--- src/mkc_cfg.svh ---
// Purpose: constants for the modem keypad mode control block
// Assumes: key codes arrive as one-cycle strobes with a 5-bit code
// Notes: counts derived from the 20 MHz system clock
// Overview of operation
// - prefix then space: single space-tone mode
// - diversity key toggles diversity flag and lamp
// - no diversity option: diversity key ignored
// - mute toggles; tones off, keyline unaffected
// - unmuted: tones drop with keyline after delay
// - remote key toggles; remote ignores other keys
// - remote change saved to storage at once
// - auto-hold key toggles idle hold flag
// - prefix hold toggles selected channel mark hold
// - upright key sets channel polarity normal
// - prefix reverse sets channel polarity inverted
// - sync key toggles reclocked receive mode
// - reclock off prompts word length 5 to 8
// - prefix rebuild toggles rebuild; turning it on clears reclock
// - digits 5-8 set length; confirm saves now
// - channel key alternates channel, saved at once
// - prefix channel copies settings to other channel
// - other mode changes saved only on confirm
// - prefix applies only to its defined keys
// - discriminator key selects two-tone mode
// - clear while pending restores saved settings
`ifndef MKC_CFG_SVH
`define MKC_CFG_SVH
`define MKC_KEY_D0       5'h00
`define MKC_KEY_D5       5'h05
`define MKC_KEY_D8       5'h08
`define MKC_KEY_PREFIX   5'h0a
`define MKC_KEY_MARK     5'h0b
`define MKC_KEY_SPACE    5'h0c
`define MKC_KEY_DISC     5'h0d
`define MKC_KEY_DIV      5'h0e
`define MKC_KEY_MUTE     5'h0f
`define MKC_KEY_REMOTE   5'h10
`define MKC_KEY_HOLD     5'h11
`define MKC_KEY_POL      5'h12
`define MKC_KEY_SYNC     5'h13
`define MKC_KEY_PATH_SELECT_KEY     5'h14
`define MKC_KEY_ENTER    5'h15
`define MKC_KEY_CLEAR    5'h16
`define MKC_KEY_BIT      5'h17
`define MKC_KEY_MSCENT   5'h18
`define MKC_WLEN_RST     2'h3
`define MKC_KEYLINE_MS   1000
`define MKC_CLK_KHZ      20000
`define MKC_KEYLINE_CYC  (`MKC_KEYLINE_MS * `MKC_CLK_KHZ)
`define MKC_FLASH_NS     500000000
`define MKC_FLASH_CYC    (`MKC_FLASH_NS / 50)
`endif

--- src/mkc_pkg.sv ---
// Purpose: types for the modem keypad mode control block
// Assumes: nothing beyond the constants header
// Notes: demodulator mode and settings snapshot
package mkc_pkg;
  typedef enum logic [1:0] {DM_TWO_TONE, DM_MARK_ONLY, DM_SPACE_ONLY} mkc_demod_e;
  typedef struct packed {
    mkc_demod_e demod;
    logic       div;
    logic       mute;
    logic       idle_hold;
    logic [1:0] hold;
    logic [1:0] inv;
    logic       reclock;
    logic       rebuild;
    logic [1:0] wlen;
  } mkc_set_s;
  typedef struct packed {
    mkc_set_s    live;
    mkc_set_s    saved;
    logic        prefix;
    logic        remote;
    logic        path_select_key;
    logic        pend;
    logic        prompt;
    logic        save;
    logic        copy;
    logic        tx_on;
    logic [31:0] klc;
    logic [31:0] flc;
    logic [1:0]  rx_s;
    logic        tx_s0;
    logic        tx_s1;
  } mkc_state_s;
endpackage

--- src/mkc_keypad_ctrl.sv ---
// Purpose: keypad decoder and mode flag store for a two-channel tone modem
// Assumes: key strobes from same clock; data and option pins are asynchronous
// Notes: numeric entry of frequencies and baud lives elsewhere
`timescale 1ns/1ps
`default_nettype none
`include "mkc_cfg.svh"
module mkc_keypad_ctrl
  import mkc_pkg::*;
#(
  parameter int KEYLINE_CYC = `MKC_KEYLINE_CYC,
  parameter int FLASH_CYC   = `MKC_FLASH_CYC
) (
  // clock and reset
  input  wire logic       CLK_IN,
  input  wire logic       SYS_RST_IN,
  // keypad
  input  wire logic       KEY_STB_IN,
  input  wire logic [4:0] KEY_CODE_IN,
  // options and data
  input  wire logic       DIV_FITTED_IN,
  input  wire logic       TX_DATA_IN,
  input  wire logic       TX_ACTIVE_IN,
  input  wire logic       RX_DEMOD_IN,
  input  wire logic       RX_CLK_IN,
  // storage and copy
  output logic            NV_SAVE_OUT,
  output logic            COPY_STB_OUT,
  output logic            COPY_FROM_PATH_SELECT_KEY_OUT,
  output logic            RESTORE_STB_OUT,
  // indicators
  output logic            TWO_TONE_DISCRIMINATOR_OUT,
  output logic            FIRST_TONE_ONLY_INDICATOR_OUT,
  output logic            SECOND_TONE_ONLY_INDICATOR_OUT,
  output logic            DIV_LED_OUT,
  output logic            MUTE_LED_OUT,
  output logic            REMOTE_LED_OUT,
  output logic            AUTO_IDLE_HOLD_OUT,
  output logic            HOLD_LED_OUT,
  output logic            INVERTED_POLARITY_OUT,
  output logic            RECLOCKED_RECEIVE_MODE_OUT,
  output logic            CHARACTER_REBUILD_MODE_OUT,
  output logic            CONFIRM_LED_OUT,
  output logic            CHAN2_OUT,
  // prompt display
  output logic            WLEN_PROMPT_OUT,
  output logic [3:0]      WLEN_BITS_OUT,
  // datapath
  output logic            TX_TONE_EN_OUT,
  output logic            TX_TONE_MARK_OUT,
  output logic            KEYLINE_OUT,
  output logic            RX_DATA_OUT,
  output logic            RX_INV_OUT
);

  mkc_state_s q;
  mkc_state_s d;
  logic [1:0] div_s;
  logic [1:0] txd_s;
  logic [1:0] txa_s;
  logic [1:0] rxd_s;
  logic [1:0] rxc_s;

  function automatic mkc_set_s set_reset();
    mkc_set_s s;
    s = '0;
    s.demod = DM_TWO_TONE;
    s.wlen  = `MKC_WLEN_RST;
    return s;
  endfunction

  always_ff @(posedge CLK_IN) begin
    if (SYS_RST_IN) begin
      div_s <= 2'h0;
      txd_s <= 2'h0;
      txa_s <= 2'h0;
      rxd_s <= 2'h0;
      rxc_s <= 2'h0;
    end else begin
      div_s <= {div_s[0], DIV_FITTED_IN};
      txd_s <= {txd_s[0], TX_DATA_IN};
      txa_s <= {txa_s[0], TX_ACTIVE_IN};
      rxd_s <= {rxd_s[0], RX_DEMOD_IN};
      rxc_s <= {rxc_s[0], RX_CLK_IN};
    end
  end

  always_comb begin
    logic c;
    logic k;
    c = 1'b0;
    k = 1'b0;
    d = q;
    c = q.path_select_key;
    d.save = 1'b0;
    d.copy = 1'b0;
    k = KEY_STB_IN && (!q.remote || KEY_CODE_IN == `MKC_KEY_REMOTE);
    if (k) begin
      d.prefix = 1'b0;
      case (KEY_CODE_IN)
        `MKC_KEY_PREFIX: begin
          d.prefix = 1'b1;
        end
        `MKC_KEY_REMOTE: begin
          d.remote = !q.remote;
          d.save   = 1'b1;
        end
        `MKC_KEY_DISC: begin
          d.live.demod = DM_TWO_TONE;
          d.pend = 1'b1;
        end
        `MKC_KEY_MARK: begin
          if (q.prefix) begin
            d.live.demod = DM_MARK_ONLY;
            d.pend = 1'b1;
          end
        end
        `MKC_KEY_SPACE: begin
          if (q.prefix) begin
            d.live.demod = DM_SPACE_ONLY;
            d.pend = 1'b1;
          end
        end
        `MKC_KEY_DIV: begin
          if (div_s[1]) begin
            d.live.div = !q.live.div;
            d.pend = 1'b1;
          end
        end
        `MKC_KEY_MUTE: begin
          d.live.mute = !q.live.mute;
          d.pend = 1'b1;
        end
        `MKC_KEY_HOLD: begin
          if (q.prefix) d.live.hold[c] = !q.live.hold[c];
          else d.live.idle_hold = !q.live.idle_hold;
          d.pend = 1'b1;
        end
        `MKC_KEY_POL: begin
          d.live.inv[c] = q.prefix;
          d.pend = 1'b1;
        end
        `MKC_KEY_SYNC: begin
          if (q.prefix) begin
            d.live.rebuild = !q.live.rebuild;
            if (!q.live.rebuild) begin
              d.live.reclock = 1'b0;
              d.prompt = 1'b1;
            end
          end else begin
            d.live.reclock = !q.live.reclock;
            d.prompt = q.live.reclock;
          end
          d.pend = 1'b1;
        end
        `MKC_KEY_PATH_SELECT_KEY: begin
          if (q.prefix) begin
            d.copy = 1'b1;
            d.live.hold[!c] = q.live.hold[c];
            d.live.inv[!c]  = q.live.inv[c];
            d.pend = 1'b1;
          end else begin
            d.path_select_key = !q.path_select_key;
            d.save = 1'b1;
          end
        end
        `MKC_KEY_ENTER: begin
          if (q.pend || q.prompt) begin
            d.saved  = q.live;
            d.save   = 1'b1;
            d.pend   = 1'b0;
            d.prompt = 1'b0;
            d.flc    = 32'(FLASH_CYC);
          end
        end
        `MKC_KEY_CLEAR: begin
          if (q.pend || q.prompt) begin
            d.live   = q.saved;
            d.pend   = 1'b0;
            d.prompt = 1'b0;
          end
        end
        default: begin
          if (q.prompt && KEY_CODE_IN >= `MKC_KEY_D5 && KEY_CODE_IN <= `MKC_KEY_D8)
            d.live.wlen = 2'(KEY_CODE_IN - `MKC_KEY_D5);
        end
      endcase
    end
    if (q.flc != 32'h0) d.flc = q.flc - 32'h1;
    // keyline hang timer
    if (txa_s[1]) begin
      d.tx_on = 1'b1;
      d.klc   = 32'(KEYLINE_CYC);
    end else if (q.klc != 32'h0) begin
      d.klc = q.klc - 32'h1;
    end else begin
      d.tx_on = 1'b0;
    end
    d.tx_s0 = txd_s[1];
    d.tx_s1 = q.tx_s0;
    d.rx_s  = {q.rx_s[0], rxc_s[1]};
  end

  always_ff @(posedge CLK_IN) begin
    if (SYS_RST_IN) begin
      q       <= '0;
      q.live  <= set_reset();
      q.saved <= set_reset();
    end else begin
      q <= d;
    end
  end

  logic rx_bit_q;
  logic rx_raw;
  assign rx_raw = q.live.hold[0] ? 1'b1 : rxd_s[1];
  always_ff @(posedge CLK_IN) begin
    if (SYS_RST_IN) rx_bit_q <= 1'b1;
    else if (!q.live.reclock || (q.rx_s == 2'b01)) rx_bit_q <= rx_raw;
  end

  always_comb begin
    NV_SAVE_OUT                    = q.save;
    COPY_STB_OUT                   = q.copy;
    COPY_FROM_PATH_SELECT_KEY_OUT             = q.path_select_key;
    RESTORE_STB_OUT                = 1'b0;
    TWO_TONE_DISCRIMINATOR_OUT     = q.live.demod == DM_TWO_TONE;
    FIRST_TONE_ONLY_INDICATOR_OUT  = q.live.demod == DM_MARK_ONLY;
    SECOND_TONE_ONLY_INDICATOR_OUT = q.live.demod == DM_SPACE_ONLY;
    DIV_LED_OUT                    = q.live.div;
    MUTE_LED_OUT                   = q.live.mute;
    REMOTE_LED_OUT                 = q.remote;
    AUTO_IDLE_HOLD_OUT             = q.live.idle_hold;
    HOLD_LED_OUT                   = q.live.hold[q.path_select_key];
    INVERTED_POLARITY_OUT          = q.live.inv[q.path_select_key];
    RECLOCKED_RECEIVE_MODE_OUT     = q.live.reclock;
    CHARACTER_REBUILD_MODE_OUT     = q.live.rebuild;
    CONFIRM_LED_OUT                = q.pend || q.prompt || q.flc[22];
    CHAN2_OUT                      = q.path_select_key;
    WLEN_PROMPT_OUT                = q.prompt || (q.flc != 32'h0);
    WLEN_BITS_OUT                  = 4'h5 + {2'h0, q.live.wlen};
    KEYLINE_OUT                    = q.tx_on;
    TX_TONE_EN_OUT                 = q.tx_on && !q.live.mute;
    TX_TONE_MARK_OUT               = q.live.hold[1] ? 1'b1 : (q.tx_s1 ^ q.live.inv[1]);
    RX_DATA_OUT                    = rx_bit_q;
    RX_INV_OUT                     = q.live.inv[0];
  end

endmodule
`default_nettype wire

--- config.mk ---
export PLATFORM = sky130hd
export DESIGN_NAME = mkc_keypad_ctrl
export DESIGN_NICKNAME = d
export VERILOG_FILES = /design/src/mkc_pkg.sv /design/src/mkc_keypad_ctrl.sv
export VERILOG_INCLUDE_DIRS = /design/src /design/src/src
export SDC_FILE = /design/constraint.sdc
export NUM_CORES = 1
export LEC_CHECK = 0
export CAP_MARGIN = 10
export CORE_MARGIN = 4
export CORE_UTILIZATION = 45
export DETAILED_ROUTE_END_ITERATION = 8
export DONT_BUFFER_PORTS = 1
export GPL_TIMING_DRIVEN = 1
export PLACE_DENSITY = 0.58
export SLEW_MARGIN = 20
export SYNTH_ARGS = -nofsm -noshare
export SYNTH_HDL_FRONTEND = slang
export SYNTH_SLANG_ARGS = --single-unit
--- constraint.sdc ---
create_clock -name CLK_IN -period 2.7 [get_ports CLK_IN]
set_input_delay 0.54 -clock CLK_IN [delete_from_list [all_inputs] [get_ports CLK_IN]]
set_output_delay 0.54 -clock CLK_IN [all_outputs]
set_load 0.02 [all_outputs]
# [Word-level counts from Yosys, hierarchy flattened]
# Cells that the tools add are included.
[word_totals] ff_bits=113 in_bits=13 output_inout_bits=27 wordCells=190
[op_classes] n_addsub=4 magnitude_cmp=6 eq_ne=28 n_mux=52 bitwise_logic=5 reduce_logical=57
[ops] op="32-bit two-way mux" n=5
[ops] op="32-bit nonzero test" n=2
[ops] op="32-bit by 1-bit subtractor with 32-bit output, second input constant" n=2
[ops] op="5-bit equality test, second input constant" n=7
[ops] op="33-bit two-way mux" n=1
[ops] op="5-bit by 4-bit equality test with 1-bit output, second input constant" n=6
[ops] op="4-bit AND reduction" n=6
[ops] op="1-bit two-way mux" n=21
[ops] op="2-bit != test, second input constant" n=10
[ops] op="2-bit nonzero test" n=9
[ops] op="5-bit AND reduction" n=3
[ops] op="13-bit two-way mux" n=1
[ops] op="2-bit case mux with 3 select lines" n=2
[ops] op="3-bit AND reduction" n=4
[ops] op="12-bit OR reduction" n=1
[ops] op="2-bit two-way mux" n=5
[ops] op="3-bit nonzero test" n=3
[ops] op="2-bit bitwise mux" n=4
[ops] op="1-bit logical NOT" n=8
[ops] op="2-bit case mux with 2 select lines" n=2
[ops] op="2-bit case mux with 4 select lines" n=1
[ops] op="1-bit logical AND" n=6
[ops] op="1-bit case mux with 2 select lines" n=3
[ops] op="1-bit case mux with 3 select lines" n=2
[ops] op="other kinds (25)" n=38

# [Logic depth before layout (Yosys ltp)]
[logic_depth] depth_word=8 depth_mapped=10 ltp_nobuf=7

# [Worst setup path after synthesis]
# No wires, ideal clock.
[synth_timing] path_type="input to register" start="input port KEY_CODE_IN[0]" end="register q[72] in the netlist's numbering" setup_time_ns=0.070 t_arrival_ns=2.557 required_time_ns=2.630 slack_ns=0.073 path_stages=8 n_path_buf=1 path_cell_list="inv_1 -> ha_1 -> buf_2 -> nor4bb_1 -> o221ai_1 -> or4b_2 -> or3_1 -> a21oi_1"
[synth_between] elab_chain_cells=4 elab_cells_between_ends=23 classes_between="eq/ne: 16; mux: 1; reduce/logical: 6"
[synth_rtl] element="start, declared" line="mkc_keypad_ctrl.sv:18" source="input wire logic [4:0] KEY_CODE_IN,"
[synth_rtl] element="5-bit equality test (tied with other cells)" line="mkc_keypad_ctrl.sv:99" source="case (KEY_CODE_IN)"
[synth_rtl] element="5-bit OR reduction (no line) (tied with other cells)"
[synth_rtl] element="5-bit nonzero test (no line) (tied with other cells)"
[synth_rtl] element="6-bit AND reduction (no line)"
[synth_rtl] element="end, declared" line="mkc_keypad_ctrl.sv:55" source="mkc_state_s q;"
# Several ways; a longest one is shown, not always the timed one.
# A chain may end at the register's enable or synchronous reset.

# [Worst setup path in the final report]
[layout_timing] start="register q[18] in the netlist's numbering" end="output port WLEN_PROMPT_OUT"
[layout_between] elab_chain_cells=2
[layout_rtl] element="32-bit nonzero test" line="mkc_keypad_ctrl.sv:239" source="WLEN_PROMPT_OUT = q.prompt || (q.flc != 32'h0);"
[layout_rtl] element="1-bit logical OR" line="mkc_keypad_ctrl.sv:239"
[layout_rtl] element="end, declared" line="mkc_keypad_ctrl.sv:45" source="output logic WLEN_PROMPT_OUT,"
# No other way between the ends.

==> impl_metrics.ini <==
[hold_path]
hold_path.class = in -> reg

[logic_synthesis]
seq_area_frac_synth_pct = 39.4
synth_area_mm2 = 0.00574
synthTopCellsByArea = dfxtp_1 (39%), nor2_1 (4.8%), a21oi_1 (3.3%)
synth_top_area_share_pct = 39.4
synthCells = 679
syn-mean-instance-area_um2 = 8.45
synthArstFlopShare_pct = 0
synth_cell_types = 71
synth-edff-count = 0
synth_seq_cells = 113
synth_area_leader_cell = dfxtp_1
syn-num-nets = 700
synth_ff_type = dfxtp_1
synth-warning-count = 0

[drt]
firstDrtPassIters = 6
drt_iter0_markers = 351
viasPerCell = 5.87
drcViolationCount = 0
vias = 5086
antenna_left = 0
routed_wl_um = 14000
routedWlPerCell_um = 16.1

[cts]
cts_buffer_depth = 2
insertion_delay_ps = 420
cts_buffers = 17
cts_hold_buf = 0
cts_tree = yes
clockRootBuffer = clkbuf_16
h-tree-depth = 4
clock-sinks = 113
clkTransAtPathRegs_ps = 60

[timing]
hold_slack_ps = 197
worst_slew_pin_slew_ps = 628
finalWorstSetupSlack_ps = 55.8
slew_violations = 0
max_freq_ghz = 0.378
hold_viol_final = 0
setup-violations-final = 0
period_minus_slack_ps = 2640
grt_setup_unrepaired = yes
skew_ps = 9.07
period_share_pct = 97.9
max_slew_margin_pct = 57.5
finalSetupTns_ps = 0

[cells_and_area]
drive_above_1_share_pct = 13.6
syn_to_final_growth_pct = 15.2
nets = 706
diodes = 0

[global_route]
grt_first_pass_wirelength_um = 23600
first_global_vias = 4746
grt_antenna_before_repair = 0
overflow = 0
grt_max_degree = 95
grt_use_total_pct = 20.2

[floorplanning]
die_area_mm2 = 0.0146
die_h_um = 121
die_x_um = 121
core_mm2 = 0.0123
pin_count = 40
row_count = 40
initial_core_util_pct = 46.8

[outcome]
run_status = finished clean

[critical_path]
worstPathMaxFanout = 2
crit_slowest_cell = or4_4
path_cells = or4_4 > nor4_4 > nand3_2 > or3_4
cp_top_family = simple AND/OR/NAND/NOR gates
required_ps = 2160
path_class = reg -> out
cp-end-kind = output pin
worstPathArrival_ps = 2100
worst-path-buf-inv = 0
worstSetupStartpointType = flip-flop
cpPeakStageDelay_ps = 560

[place]
dp_hpwl_um = 9350
gp_congestion = 0.878
pre_cts_slack_ps = 103
io_buffers = 0

[run]
cap_violations = 0

[pwr]
finalPower_mw = 8.13
cellLeakagePower_nw = 2.57
powerDensity_mw_per_mm2 = 1230
max-vdd-ir-drop_mv = 0.757
==> registers in the layout (all words and copies together), names as in the netlist, named ones only <==
register	count
rxc_s	2
KEYLINE_OUT	1
REMOTE_LED_OUT	1
CHAN2_OUT	1
txa_s	2
div_s	2
RX_DATA_OUT	1
DIV_LED_OUT	1
q	86
AUTO_IDLE_HOLD_OUT	1
rxd_s	2
COPY_STB_OUT	1
NV_SAVE_OUT	1
txd_s	2
MUTE_LED_OUT	1
CHARACTER_REBUILD_MODE_OUT	1
d	2
RECLOCKED_RECEIVE_MODE_OUT	1
==> power by group <==
part	switching [mW]	total [mW]	internal, mW
sequential	0.405	2.45	2.05
clock	0.846	2.21	1.37
combinational	1.99	3.47	1.48
total	3.24	8.13	4.89
==> cell usage after synthesis, types with 3 or more instances <==
library cell	number
or3_1	28
ha_1	8
nand2_1	41
nand4b_1	4
mux2i_1	16
clkbuf_1	28
inv_1	18
o41ai_1	6
o211ai_1	10
a21o_1	3
o31ai_1	14
nor2b_1	24
nor2_1	74
xor2_1	10
buf_2	3
o21ai_0	28
a21oi_1	38
a211o_1	3
nand4_1	6
nand3b_1	3
a211oi_1	14
o2111ai_1	3
nor4_1	25
mux2_2	5
nor4bb_1	3
nor4b_1	3
buf_1	5
dfxtp_1	113
nor3_1	22
xnor2_1	10
nand2b_1	6
nand3_1	15
or4_1	17
o21a_1	4
or2_2	7
and3_1	6
a31oi_1	7
==> layout make-up <==
cell class / count / area [µm²]
Fill cell: 1159 / 5650
Multi-Input combinational cell: 508 / 3280
Sequential cell: 113 / 2270
Clock buffer: 18 / 429
Tap cell: 168 / 210
Timing Repair Buffer: 27 / 203
Clock inverter: 14 / 158
Inverter: 18 / 67.6
==> worst register-to-register path, cell delays in order, from the launching register on <==
cell	delay, ps
dfxtp_1	340
or3_1	490
or4_4	540
or3_2	480
nor4b_2	280
mux2_2	360
==> cells in the final DEF, fill, tap and decap left out, drive strengths merged, types with 4 or more instances in the layout <==
| master | synthesis | final |
|---|---|---|
| o21ai | 28 | 28 |
| nand2b | 6 | 6 |
| and3 | 7 | 7 |
| nand2 | 41 | 41 |
| nor4b | 4 | 4 |
| o31ai | 14 | 14 |
| or3 | 32 | 32 |
| buf | 12 | 27 |
| nor2b | 24 | 24 |
| or4 | 19 | 19 |
| o21a | 4 | 4 |
| a211oi | 14 | 14 |
| xnor2 | 10 | 10 |
| nor2 | 74 | 74 |
| dfxtp | 113 | 113 |
| o41ai | 6 | 6 |
| mux2 | 5 | 5 |
| mux2i | 16 | 16 |
| a21oi | 38 | 38 |
| nand4b | 4 | 4 |
| o211ai | 10 | 10 |
| nor4 | 27 | 27 |
| clkinv | 0 | 7 |
| nor3 | 22 | 22 |
| xor2 | 10 | 10 |
| ha | 8 | 8 |
| a31oi | 7 | 7 |
| nand4 | 6 | 6 |
| nand3 | 15 | 15 |
| or2 | 7 | 7 |
| clkbuf | 28 | 18 |
| inv | 18 | 20 |
==> routing by layer <==
layer  wire length (µm)  vias up  global-route usage, %
met2               6150      125                   29.6
met3                794       20                   6.43
li1                   -     2540                      -
met5                  0        -                      0
met1               6760     2401                   27.3
met4                257        0                   8.36
==> cells by family after synthesis <==
group	synth area share [%]
AOI/OAI and AO/OA	17.8
xor gates and xnor gates	3.05
adders and majority gates	1.74
buffers and inverters	4.25
DFF	39.4
muxes	3.77
other	0.0654
and+or+nand+nor	29.9
==> repair_timing <==
item	in CTS	in global routing
setup buffers	3	0
setup endpoints to repair	1	1
gates resized for setup	8	2
pin swaps	3	0
==> stage by stage <==
step / std cells / cell area [µm²] / utilization [%]
5_1_grt: 866 / 6610 / 53.9
3_3_place_gp: 831 / 5950 / 48.5
4_1_cts: 866 / 6600 / 53.8
6_report: 866 / 6610 / 53.9
3_5_place_dp: 831 / 5950 / 48.5
2_1_floorplan: 679 / 5740 / -
==> worst paths after layout <==
kind / start / endpoint / slack (ps) / cells past startpoint
worst max-delay path: q[18] / WLEN_PROMPT_OUT / 60 / 4
worst min-delay path: SYS_RST_IN / q[49] / 200 / 1
worst max register to register: q[10] / q[34] / 110 / 5
worst min register to register: d[3] / q[3] / 440 / 2
No activity file was read; power rests on OpenSTA's default activity.
